<file path="src/rtl/upd_ctl_pkg.sv">
// constants for the converter update, clear and reset control
package upd_ctl_pkg;
   localparam int unsigned NUM_CH = 8;
   localparam int unsigned CODE_W = 12;
   localparam int unsigned MON_W = 12;
   localparam logic [11:0] CODE_ZERO = 12'h000;
   localparam logic [11:0] CODE_MID = 12'h800;
   localparam logic [11:0] OFS_SB_G6 = 12'h99a;
   localparam logic [11:0] OFS_TC_G6 = 12'h19a;
   localparam logic [11:0] OFS_OFF = 12'h000;
   localparam logic [11:0] GAIN_DEFAULT = 12'hfff;
   localparam logic [11:0] ZERO_DEFAULT = 12'h000;
   localparam logic [11:0] MON_RESET = 12'h000;
   localparam logic MODE_RESET_SYNC = 1'b1;
   // edges after power-on release until the second sync flop holds the pins
   localparam logic [1:0] POR_SETTLE = 2'h2;
   // monitor register field positions
   localparam int unsigned MON_CH_LSB = 4;
   localparam int unsigned MON_OFS_A = 3;
   localparam int unsigned MON_OFS_B = 2;
   localparam int unsigned MON_REF_A = 1;
   localparam int unsigned MON_REF_B = 0;
   typedef enum logic [2:0] {
      MON_NONE,
      MON_CHAN,
      MON_OFSA,
      MON_OFSB,
      MON_REFA,
      MON_REFB
   } mon_src_t;
endpackage

</file>
<file path="src/rtl/dac_output_update_reset_control.sv">
// update, clear, reset and monitor control of an octal 12-bit converter
// Contract
// - clear low grounds outputs, buffers off
// - loads ignored in clear; release waits strobe
// - strobe tied low: release restores latches
// - clear leaves all registers and latches unchanged
// - power-on loads select-defined values and defaults
// - input data registers reset to zero
// - dual-supply reset codes by select and format
// - single supply: offset off, same code mapping
// - hardware reset applies select-defined reset values
// - hardware reset blocks bus, data bus floats
// - after reset hold values, resume bus
// - update mode latched from strobe at power-on
// - load updates only channels written since load
// - async mode: update on select rise, engine off
// - async engine on: update when engine writes
// - sync: strobe fall or soft load updates written channels
// - sync load during busy deferred until idle
// - sync: no load means latches unchanged
// - monitor routes one source, else floats
// - engine running sets busy flag, pulls pin
`default_nettype none
module dac_output_update_reset_control
   import upd_ctl_pkg::*;
(
   // clock and power-on reset
   input wire logic clk_sys,
   input wire logic rst_n,
   // pins from the host
   input wire logic output_clear_n,
   input wire logic hw_reset_n,
   input wire logic load_strobe_n,
   input wire logic reset_level_select,
   input wire logic data_format_select,
   input wire logic single_supply,
   // bus front end, same clock
   input wire logic reg_write,
   input wire logic [2:0] write_chan,
   input wire logic [11:0] write_data,
   input wire logic select_rise,
   input wire logic soft_load_bit,
   input wire logic correction_enable,
   input wire logic [11:0] monitor_reg_in,
   input wire logic monitor_reg_wr,
   // correction engine, same clock
   input wire logic engine_run,
   input wire logic engine_done,
   input wire logic [2:0] engine_chan,
   input wire logic [11:0] engine_data,
   // outputs
   output logic [NUM_CH*CODE_W-1:0] latch_codes,
   output logic [NUM_CH*CODE_W-1:0] data_regs,
   output logic [NUM_CH*CODE_W-1:0] input_regs,
   output logic [NUM_CH*CODE_W-1:0] gain_regs,
   output logic [NUM_CH*CODE_W-1:0] zero_regs,
   output logic [11:0] offset_code,
   output logic output_ground,
   output logic output_buf_en,
   output logic bus_enable,
   output logic data_bus_oe,
   output logic async_mode,
   output logic correction_busy_flag,
   output logic busy_pin_o,
   output logic busy_pin_oe,
   output logic monitor_oe,
   output var mon_src_t monitor_src,
   output logic [2:0] monitor_chan
);
   logic [1:0] clr_sync_ff;
   logic [1:0] sel_sync_ff, fmt_sync_ff, sup_sync_ff, settle_ff;
   logic [1:0] rst_sync_ff;
   logic [2:0] ld_sync_ff;
   logic clr_n_s, hrst_n_s, ld_n_s, ld_fall;
   logic mode_taken_ff, async_ff;
   logic cleared_ff, busy_ff, defer_ff;
   logic [NUM_CH-1:0] dirty_ff;
   logic [CODE_W-1:0] latch_ff [NUM_CH];
   logic [CODE_W-1:0] data_ff [NUM_CH];
   logic [CODE_W-1:0] input_ff [NUM_CH];
   logic [CODE_W-1:0] gain_ff [NUM_CH];
   logic [CODE_W-1:0] zero_ff [NUM_CH];
   logic [11:0] ofs_ff, mon_ff;
   logic [11:0] rst_code;
   logic bus_ok, sync_load, load_all;

   // reset code table, select inverts for twos complement
   function automatic logic [11:0] reset_code(input logic sel, input logic fmt);
      reset_code = (sel ^ fmt) ? CODE_MID : CODE_ZERO;
   endfunction

   // pins are asynchronous to clk_sys; first stage read only by second
   always_ff @(posedge clk_sys or negedge rst_n)
   begin
      if (!rst_n)
      begin
         clr_sync_ff <= 2'h0;
         rst_sync_ff <= 2'h0;
         ld_sync_ff <= 3'h7;
      end
      else
      begin
         clr_sync_ff <= {clr_sync_ff[0], output_clear_n};
         rst_sync_ff <= {rst_sync_ff[0], hw_reset_n};
         ld_sync_ff <= {ld_sync_ff[1:0], load_strobe_n};
      end
   end

   // straps are static pins but still cross into clk_sys
   always_ff @(posedge clk_sys or negedge rst_n)
   begin
      if (!rst_n)
      begin
         sel_sync_ff <= 2'h0;
         fmt_sync_ff <= 2'h0;
         sup_sync_ff <= 2'h0;
      end
      else
      begin
         sel_sync_ff <= {sel_sync_ff[0], reset_level_select};
         fmt_sync_ff <= {fmt_sync_ff[0], data_format_select};
         sup_sync_ff <= {sup_sync_ff[0], single_supply};
      end
   end

   // reset values of the sync flops mean nothing until they have filled
   always_ff @(posedge clk_sys or negedge rst_n)
   begin
      if (!rst_n)
         settle_ff <= 2'h0;
      else if (settle_ff != POR_SETTLE)
         settle_ff <= settle_ff + 2'h1;
   end

   assign clr_n_s = clr_sync_ff[1];
   assign hrst_n_s = rst_sync_ff[1];
   assign ld_n_s = ld_sync_ff[1];
   assign ld_fall = ld_sync_ff[2] & ~ld_sync_ff[1];
   assign rst_code = reset_code(sel_sync_ff[1], fmt_sync_ff[1]);
   assign bus_ok = hrst_n_s;

   // mode caught once after power-on release, not in the async reset
   always_ff @(posedge clk_sys or negedge rst_n)
   begin
      if (!rst_n)
      begin
         mode_taken_ff <= 1'b0;
         async_ff <= ~MODE_RESET_SYNC;
      end
      else if (!mode_taken_ff && settle_ff == POR_SETTLE)
      begin
         mode_taken_ff <= 1'b1;
         async_ff <= ~ld_n_s;
      end
   end

   // engine busy flag follows the engine's run level
   always_ff @(posedge clk_sys or negedge rst_n)
   begin
      if (!rst_n)
         busy_ff <= 1'b0;
      else if (!hrst_n_s)
         busy_ff <= 1'b0;
      else
         busy_ff <= engine_run & correction_enable;
   end

   // sync load request; a busy engine defers it to the flag's fall
   assign sync_load = !async_ff && clr_n_s && bus_ok && mode_taken_ff
      && (ld_fall || (reg_write == 1'b0 && soft_load_bit));
   assign load_all = (sync_load && !(correction_enable && busy_ff))
      || (defer_ff && !busy_ff);

   always_ff @(posedge clk_sys or negedge rst_n)
   begin
      if (!rst_n)
         defer_ff <= 1'b0;
      else if (!hrst_n_s)
         defer_ff <= 1'b0;
      else if (sync_load && correction_enable && busy_ff)
         defer_ff <= 1'b1;
      else if (!busy_ff)
         defer_ff <= 1'b0;
   end

   // clear state: released with strobe high waits for a strobe fall
   always_ff @(posedge clk_sys or negedge rst_n)
   begin
      if (!rst_n)
         cleared_ff <= 1'b1;
      else if (!clr_n_s)
         cleared_ff <= 1'b1;
      else if (!ld_n_s)
         cleared_ff <= 1'b0;
   end

   // per-channel registers; clear touches none of them
   always_ff @(posedge clk_sys or negedge rst_n)
   begin
      if (!rst_n)
      begin
         for (int i = 0; i < NUM_CH; i++)
         begin
            input_ff[i] <= CODE_ZERO;
            data_ff[i] <= CODE_ZERO;
            latch_ff[i] <= CODE_ZERO;
            gain_ff[i] <= GAIN_DEFAULT;
            zero_ff[i] <= ZERO_DEFAULT;
         end
         dirty_ff <= '0;
      end
      else if (!hrst_n_s || !mode_taken_ff)
      begin
         // power-on finishes here too, once pins are sampled
         for (int i = 0; i < NUM_CH; i++)
         begin
            input_ff[i] <= CODE_ZERO;
            data_ff[i] <= rst_code;
            latch_ff[i] <= rst_code;
            gain_ff[i] <= GAIN_DEFAULT;
            zero_ff[i] <= ZERO_DEFAULT;
         end
         dirty_ff <= '0;
      end
      else
      begin
         // clear reaches these branches only through sync_load in load_all
         // load first so a write in the same cycle keeps its dirty bit
         if (load_all)
         begin
            for (int i = 0; i < NUM_CH; i++)
               if (dirty_ff[i])
                  latch_ff[i] <= data_ff[i];
            dirty_ff <= '0;
         end
         if (bus_ok && reg_write)
         begin
            if (correction_enable)
               input_ff[write_chan] <= write_data;
            else
               data_ff[write_chan] <= write_data;
            if (!async_ff)
               dirty_ff[write_chan] <= 1'b1;
         end
         if (engine_done && correction_enable)
         begin
            data_ff[engine_chan] <= engine_data;
            if (async_ff)
               latch_ff[engine_chan] <= engine_data;
            else
               dirty_ff[engine_chan] <= 1'b1;
         end
         // async, engine off: latch follows on select rise
         if (async_ff && !correction_enable && select_rise && bus_ok)
            latch_ff[write_chan] <= data_ff[write_chan];
      end
   end

   // offset code; single supply switches the offset converter off
   always_ff @(posedge clk_sys or negedge rst_n)
   begin
      if (!rst_n)
         ofs_ff <= OFS_OFF;
      else if (!hrst_n_s || !mode_taken_ff)
      begin
         if (sup_sync_ff[1])
            ofs_ff <= OFS_OFF;
         else if (fmt_sync_ff[1])
            ofs_ff <= OFS_TC_G6;
         else
            ofs_ff <= OFS_SB_G6;
      end
   end

   // monitor register; a hardware reset disables monitoring
   always_ff @(posedge clk_sys or negedge rst_n)
   begin
      if (!rst_n)
         mon_ff <= MON_RESET;
      else if (!hrst_n_s)
         mon_ff <= MON_RESET;
      else if (monitor_reg_wr)
         mon_ff <= monitor_reg_in;
   end

   // lowest set channel bit wins; with no channel bit, offset A, offset B, reference A, reference B in that order
   always_comb
   begin
      monitor_src = MON_NONE;
      monitor_chan = 3'h0;
      for (int i = NUM_CH - 1; i >= 0; i--)
         if (mon_ff[MON_CH_LSB + i])
         begin
            monitor_src = MON_CHAN;
            monitor_chan = 3'(i);
         end
      if (monitor_src == MON_NONE)
      begin
         if (mon_ff[MON_OFS_A])
            monitor_src = MON_OFSA;
         else if (mon_ff[MON_OFS_B])
            monitor_src = MON_OFSB;
         else if (mon_ff[MON_REF_A])
            monitor_src = MON_REFA;
         else if (mon_ff[MON_REF_B])
            monitor_src = MON_REFB;
      end
   end

   assign monitor_oe = (monitor_src != MON_NONE);

   always_comb
   begin
      for (int i = 0; i < NUM_CH; i++)
      begin
         latch_codes[i*CODE_W +: CODE_W] = latch_ff[i];
         data_regs[i*CODE_W +: CODE_W] = data_ff[i];
         input_regs[i*CODE_W +: CODE_W] = input_ff[i];
         gain_regs[i*CODE_W +: CODE_W] = gain_ff[i];
         zero_regs[i*CODE_W +: CODE_W] = zero_ff[i];
      end
   end

   // ground and buffer state, glitch free as both come from flops
   assign output_ground = cleared_ff;
   assign output_buf_en = ~cleared_ff;
   assign bus_enable = bus_ok & mode_taken_ff;
   assign data_bus_oe = 1'b0;
   assign offset_code = ofs_ff;
   assign async_mode = async_ff;
   assign correction_busy_flag = busy_ff;
   assign busy_pin_o = 1'b0;
   assign busy_pin_oe = busy_ff;
endmodule // dac_output_update_reset_control
`default_nettype wire

</file>
<file path="config.mk">
export PLATFORM = sky130hd
export DESIGN_NAME = dac_output_update_reset_control
export DESIGN_NICKNAME = d
export VERILOG_FILES = /design/src/rtl/upd_ctl_pkg.sv /design/src/rtl/dac_output_update_reset_control.sv
export SDC_FILE = /design/constraint.sdc
export NUM_CORES = 1
export LEC_CHECK = 0
export ABC_AREA = 0
export BUFFER_PORTS_ARGS = -buffer_cell sky130_fd_sc_hd__buf_2
export CORE_UTILIZATION = 37
export DETAILED_ROUTE_END_ITERATION = 7
export GPL_TIMING_DRIVEN = 0
export PLACE_DENSITY = 0.62
export SLEW_MARGIN = 20
export SYNTH_ARGS = -nofsm -noshare
export SYNTH_HDL_FRONTEND = slang
export SYNTH_SLANG_ARGS = --single-unit
export TNS_END_PERCENT = 50
</file>
<file path="constraint.sdc">
create_clock -name clk_sys -period 4 [get_ports clk_sys]
set_input_delay 0.6 -clock clk_sys [delete_from_list [all_inputs] [get_ports clk_sys]]
set_output_delay 0.6 -clock clk_sys [all_outputs]
set_load 0.01 [all_outputs]
</file>
### Word level (Yosys, flattened, before mapping)

Index checks and enable logic that the tools add are counted.
Widths: inputs -> output; s select.

| word-level totals | value |
|---|---|
| bits in registers | 340 |
| input bits | 57 |
| output and inout port bits | 507 |

| cells by class | value |
|---|---|
| add/sub/neg operators | 1 |
| $lt $le $gt $ge | 8 |
| equal/unequal tests | 5 |
| multiplexer cells | 79 |
| bitwise logic cells | 11 |
| reductions and logical operators | 34 |

Operators by type and width:

| kind | number |
|---|---|
| $mux 96 | 15 |
| $bwmux 96 | 5 |
| $mux 12 | 17 |
| $demux 12 s3 | 2 |
| $mux 8 | 8 |
| $mux 3 | 20 |
| $bmux 12 s3 | 1 |
| $logic_and 1x1->1 | 20 |
| $or 8x8->8 | 2 |
| $mux 1 | 9 |
| $ge 4x4->1 const B | 2 |
| $lt 3x4->1 const B | 2 |
| $lt 4x1->1 const B | 2 |
| $not 3->4 | 2 |
| $demux 1 s3 | 2 |
| $ge 3x1->1 const B | 2 |
| $logic_not 1->1 | 6 |
| $ne 2x2->1 const B | 3 |
| $reduce_bool 2->1 | 2 |
| $and 1x1->1 | 3 |
| $logic_not 3->1 | 1 |
| $logic_or 1x1->1 | 3 |
| $ne 3x2->1 const B | 1 |
| $not 1->1 | 3 |
| 5 further kinds | 5 |

### Depth between registers and ports, before layout

| depth | value |
|---|---|
| word-level depth | 17 |
| depth in mapped cells | 9 |
| depth with buffers taken out | 6 |

### Worst setup path after synthesis

OpenSTA, ideal clock, no wires.

| timing path | value |
|---|---|
| path kind | input -> register |
| start point | input port reg_write |
| end point | register latch_ff, in the netlist latch_codes[12] |
| data arrival time | 1.962 ns |
| data required time | 3.874 ns |
| slack | 1.912 ns |
| stages | 7 |
| path buffers | 1 |
| cells stage by stage | nand2b_1 a2111oi_4 a21bo_2 buf_12 nand3_4 and4_1 a221o_1 |

| on the way | value |
|---|---|
| word-level cells in the longest chain between the ends | 15 |

Ends and longest elaborated chain:

| element | RTL line | source |
|---|---|---|
| start, declared | dac_output_update_reset_control.sv:38 | `input wire logic reg_write,` |
| $not 1->1 * | dac_output_update_reset_control.sv:170 | `&& (ld_fall \|\| (reg_write == 1'b0 && soft_load_bit));` |
| $logic_and 1x1->1 * | dac_output_update_reset_control.sv:170 |  |
| $logic_or 1x1->1 * | dac_output_update_reset_control.sv:170 |  |
| $logic_and 1x1->1 * | dac_output_update_reset_control.sv:170 |  |
| $logic_and 1x1->1 * | dac_output_update_reset_control.sv:171 | `assign load_all = (sync_load && !(correction_enable && busy_ff))` |
| $logic_or 1x1->1 * | dac_output_update_reset_control.sv:172 | `\|\| (defer_ff && !busy_ff);` |
| $mux 96 * | dac_output_update_reset_control.sv:229 | `if (load_all)` |
| $mux 96 * | dac_output_update_reset_control.sv:212 | `else if (!hrst_n_s \|\| !mode_taken_ff)` |
| $bwmux 96 | dac_output_update_reset_control.sv:249 | `latch_ff[engine_chan] <= engine_data;` |
| $mux 96 | dac_output_update_reset_control.sv:248 | `if (async_ff)` |
| $mux 96 * | dac_output_update_reset_control.sv:245 | `if (engine_done && correction_enable)` |
| $mux 96 * | dac_output_update_reset_control.sv:212 |  |
| $bwmux 96 | dac_output_update_reset_control.sv:255 | `latch_ff[write_chan] <= data_ff[write_chan];` |
| $mux 96 * | dac_output_update_reset_control.sv:254 | `if (async_ff && !correction_enable && select_rise && bus_ok)` |
| $mux 96 * | dac_output_update_reset_control.sv:212 |  |
| end signal, assigned by index | dac_output_update_reset_control.sv:219 | `latch_ff[i] <= rst_code;` |
| end signal, assigned by index | dac_output_update_reset_control.sv:249 |  |
| end signal, assigned by index | dac_output_update_reset_control.sv:255 |  |
| end, declared | dac_output_update_reset_control.sv:78 | `logic [CODE_W-1:0] latch_ff [NUM_CH];` |

Mark *: on every way between the ends. The rest lies on a longest branch, timed or not. The select of a mux whose other input is x is not followed.
A chain may end at the register's enable or synchronous reset.

### Worst setup path in the final report

| timing path | value |
|---|---|
| start point | register mode_taken_ff |
| end point | output port bus_enable |

| on the way | value |
|---|---|
| word-level cells in the longest chain between the ends | 1 |

Ends and longest elaborated chain:

| element | RTL line | source |
|---|---|---|
| start, declared | dac_output_update_reset_control.sv:75 | `logic mode_taken_ff, async_ff;` |
| start signal, assigned | dac_output_update_reset_control.sv:147 | `mode_taken_ff <= 1'b0;` |
| start signal, assigned | dac_output_update_reset_control.sv:152 | `mode_taken_ff <= 1'b1;` |
| $and 1x1->1 | dac_output_update_reset_control.sv:327 | `assign bus_enable = bus_ok & mode_taken_ff;` |
| end, declared | dac_output_update_reset_control.sv:60 | `output logic bus_enable,` |

Every way passes these cells.

==> impl_metrics.ini <==
[sta]
finalMaxSlewViolations = 0
fin_crit_ns = 2.92
finalSetupTns_ns = 0
finalCritPeriodShare = 0.731
slew_headroom = 0.237
setup_viol = 0
fmax_mhz = 342
timing.final.ws_setup_ns = 1.08
skew_ns = 0.0235
tightestPinTransition_ns = 1.14
rsz0062_at_grt = no
hold_viol = 0

[clock_tree]
cts_made_buffers = 39
clock_sinks = 330
cts_root_buf = clkbuf_16
h-tree-depth = 2
cts_resized = 0
cts_buffer_depth = 3
cts_setup_buffers = 0
tritoncts = built
worstSkewPairLatency_ns = 0.58
clk_pin_slew_worst_paths_ns = 0.06
hold_buffers = 0

[placement]
preCtsSetupSlack_ns = 0.956
gp_congestion = 0.995
dp_hpwl_um = 59400
port_buffers = 352

[final_layout]
finish.utilization = 0.478
area.growth.synth_to_final_pct = 26.5
layout-drive-gt1-share = 0.288
multi_input_area_mm2 = 0.00835
layout.nets = 2547
ff_latch_area_mm2 = 0.00826
nFillCells = 4617

[logic_synthesis]
synth.cell_area_mm2 = 0.0182
synthCells = 1893
synth_edf_count = 0
seq_area_frac_synth = 0.454
synthArstFlopShare = 1.00
ys.flop_type = dfrtp_1
yosys_warnings = 0
synthDistinctLibCells = 68
syn_avg_cell_area_um2 = 9.61
synth-seq-cells = 330

[pwr]
p_leak_uw = 0.0120
total_power_uw = 8460
ir_drop_mv = 0.230
powerDensity_mw_per_mm2 = 368

[routing]
routed_wl_um = 79400
routed-via-count = 17100
first_pass_iters = 6
post-route-drc-count = 0
first_iter_violations = 1686
ant_nets = 0
vias_per_cell = 5.37
post_drt_wl_per_cell_um = 25.0

[global_route]
gr-usage-all-layers = 0.308
antenna_found_initial = 2
grt-ovfl-total = 0
grt_max_degree = 94
grt_pass1_wl_um = 112000
grt_pass1_vias = 16100

[hold_path]
hold_class = in2async

[run]
maxCapViolations = 0

[floorplan]
row_count = 80
dieArea_mm2 = 0.0501
die_x_um = 224
core_area_mm2 = 0.0481
ios = 564
start_util = 0.378
die_h_um = 224

[worst_setup_path]
start_kind = flip-flop
worstPathArrival_ns = 2.32
cp_max_fo = 10
end_kind = primary output
required_ns = 3.40
rrSetupSlack_ns = 1.28
setup.worst_path.class = reg2out

[outcome]
status = finished clean
Yosys cell counts (4+ instances only):
| cell type | n | share of area |
|---|---|---|
| a21oi_1 | 143 | 0.039 |
| dfrtp_1 | 326 | 0.45 |
| o21ai_0 | 96 | 0.026 |
| buf_4 | 217 | 0.090 |
| nor2_2 | 5 | 0.0017 |
| or2_1 | 4 | 0.0014 |
| and3_1 | 4 | 0.0014 |
| or2_2 | 5 | 0.0017 |
| nor2_1 | 134 | 0.028 |
| a22oi_1 | 69 | 0.028 |
| nand2_1 | 262 | 0.054 |
| nor2b_1 | 18 | 0.0062 |
| buf_1 | 11 | 0.0023 |
| nand3_4 | 8 | 0.0077 |
| a211oi_1 | 91 | 0.038 |
| nand3_1 | 11 | 0.0030 |
| dfstp_2 | 4 | 0.0058 |
| nand2b_1 | 10 | 0.0034 |
| buf_2 | 23 | 0.0063 |
| inv_1 | 10 | 0.0021 |
| o221ai_1 | 18 | 0.0087 |
| nor3_1 | 13 | 0.0036 |
| buf_6 | 13 | 0.0080 |
| mux4_2 | 7 | 0.0087 |
| o22ai_1 | 8 | 0.0028 |
| mux2i_1 | 211 | 0.12 |
| and2_1 | 4 | 0.0014 |
| clkbuf_1 | 94 | 0.019 |
| mux2_2 | 4 | 0.0025 |
| nor3b_1 | 5 | 0.0021 |
| a21o_1 | 4 | 0.0017 |
| a221o_1 | 5 | 0.0028 |
cells in the final DEF, fill, tap and decap left out, types with 7 or more instances in the layout:
master,netlist,final
a211oi_1,91,91
a21oi_1,143,142
a22oi_1,69,69
buf_1,11,11
buf_2,23,374
buf_4,217,217
buf_6,13,14
clkbuf_1,94,100
clkbuf_16,0,40
clkbuf_8,0,8
clkinv_2,0,9
conb_1,2,200
dfrtp_1,326,326
inv_1,10,10
mux2i_1,211,211
mux4_2,7,7
nand2_1,262,262
nand2b_1,10,10
nand3_1,11,11
nand3_4,8,8
nor2_1,134,134
nor2b_1,18,18
nor3_1,13,12
o21ai_0,96,96
o221ai_1,18,18
o22ai_1,8,8
logic make-up after synthesis:
group           Yosys count  share of synthesized area
flops                   330                      0.454
fa+ha+maj                 1                   0.000687
other cells               2                   0.000413
xor+xnor                  2                   0.000963
simple gates            505                      0.126
compound gates          462                      0.162
mux                     222                      0.127
buf+inv                 369                      0.129
metrics by stage:
step / cell area [um^2] / hold WS [ns] / cells
floorplan: 18900 / 0.304 / 2091
global placement: 21500 / 0.336 / 3099
detailed placement: 21700 / 0.335 / 3104
CTS: 23000 / 0.0518 / 3176
global route: 23000 / 0.0782 / 3177
finish: 23000 / 0.0537 / 3177
routing by layer:
| layer | global-route usage | vias to the layer above | share of wire |
|---|---|---|---|
| met4 | 0.119 | 0 | 0.036 |
| met2 | 0.485 | 1064 | 0.46 |
| met3 | 0.0790 | 179 | 0.10 |
| met1 | 0.406 | 8391 | 0.40 |
| li1 | - | 7418 | - |
| met5 | 0 | - | 0 |
critical path, stage by stage, from the launching register on:
cell      delay [ns]
dfrtp_1         0.43
nand2_1         0.24
inv_1           0.26
clkbuf_1        0.57
buf_2           0.25
report_power, final:
part	internal [uW]	switching, uW	leakage, uW
clock	2250	1540	0.000665
sequential	3420	109	0.00450
combinational	380	752	0.00683
sequential cells by signal, summed over array words and instances (netlist names):
name / count
async_mode: 1
busy_pin_oe: 1
clr_sync_ff: 2
data_regs: 96
defer_ff: 1
dirty_ff: 8
fmt_sync_ff: 2
input_regs: 96
latch_codes: 96
ld_sync_ff: 3
mode_taken_ff: 1
mon_ff: 12
offset_code: 2
output_ground: 1
rst_sync_ff: 2
sel_sync_ff: 2
settle_ff: 2
sup_sync_ff: 2
worst paths after layout:
kind                                             to                      start  cells after the start
setup / recovery                         bus_enable  mode_taken_ff$_DFFE_PN0P_                      4
setup reg to reg            data_regs[43]$_DFF_PN0_  mode_taken_ff$_DFFE_PN0P_                      5
hold / removal                mon_ff[7]$_DFFE_PN0P_                      rst_n                      2
min in group clk_sys       clr_sync_ff[0]$_DFF_PN0_             output_clear_n                      1
hold reg to reg            rst_sync_ff[1]$_DFF_PN0_   rst_sync_ff[0]$_DFF_PN0_                      0
max in group asynchronous  latch_codes[6]$_DFF_PN0_                      rst_n                      4
area by class of cell:
type,count,share of cell area
Tap cell,656,0.0357
Sequential cell,330,0.359
Clock inverter,18,0.00930
Timing Repair Buffer,357,0.0823
Clock buffer,54,0.0493
Inverter,10,0.00163
Buffer,359,0.100
Antenna cell,1,0.000109
Multi-Input combinational cell,1392,0.363
Note: power is estimated with default switching activity, not from simulation.
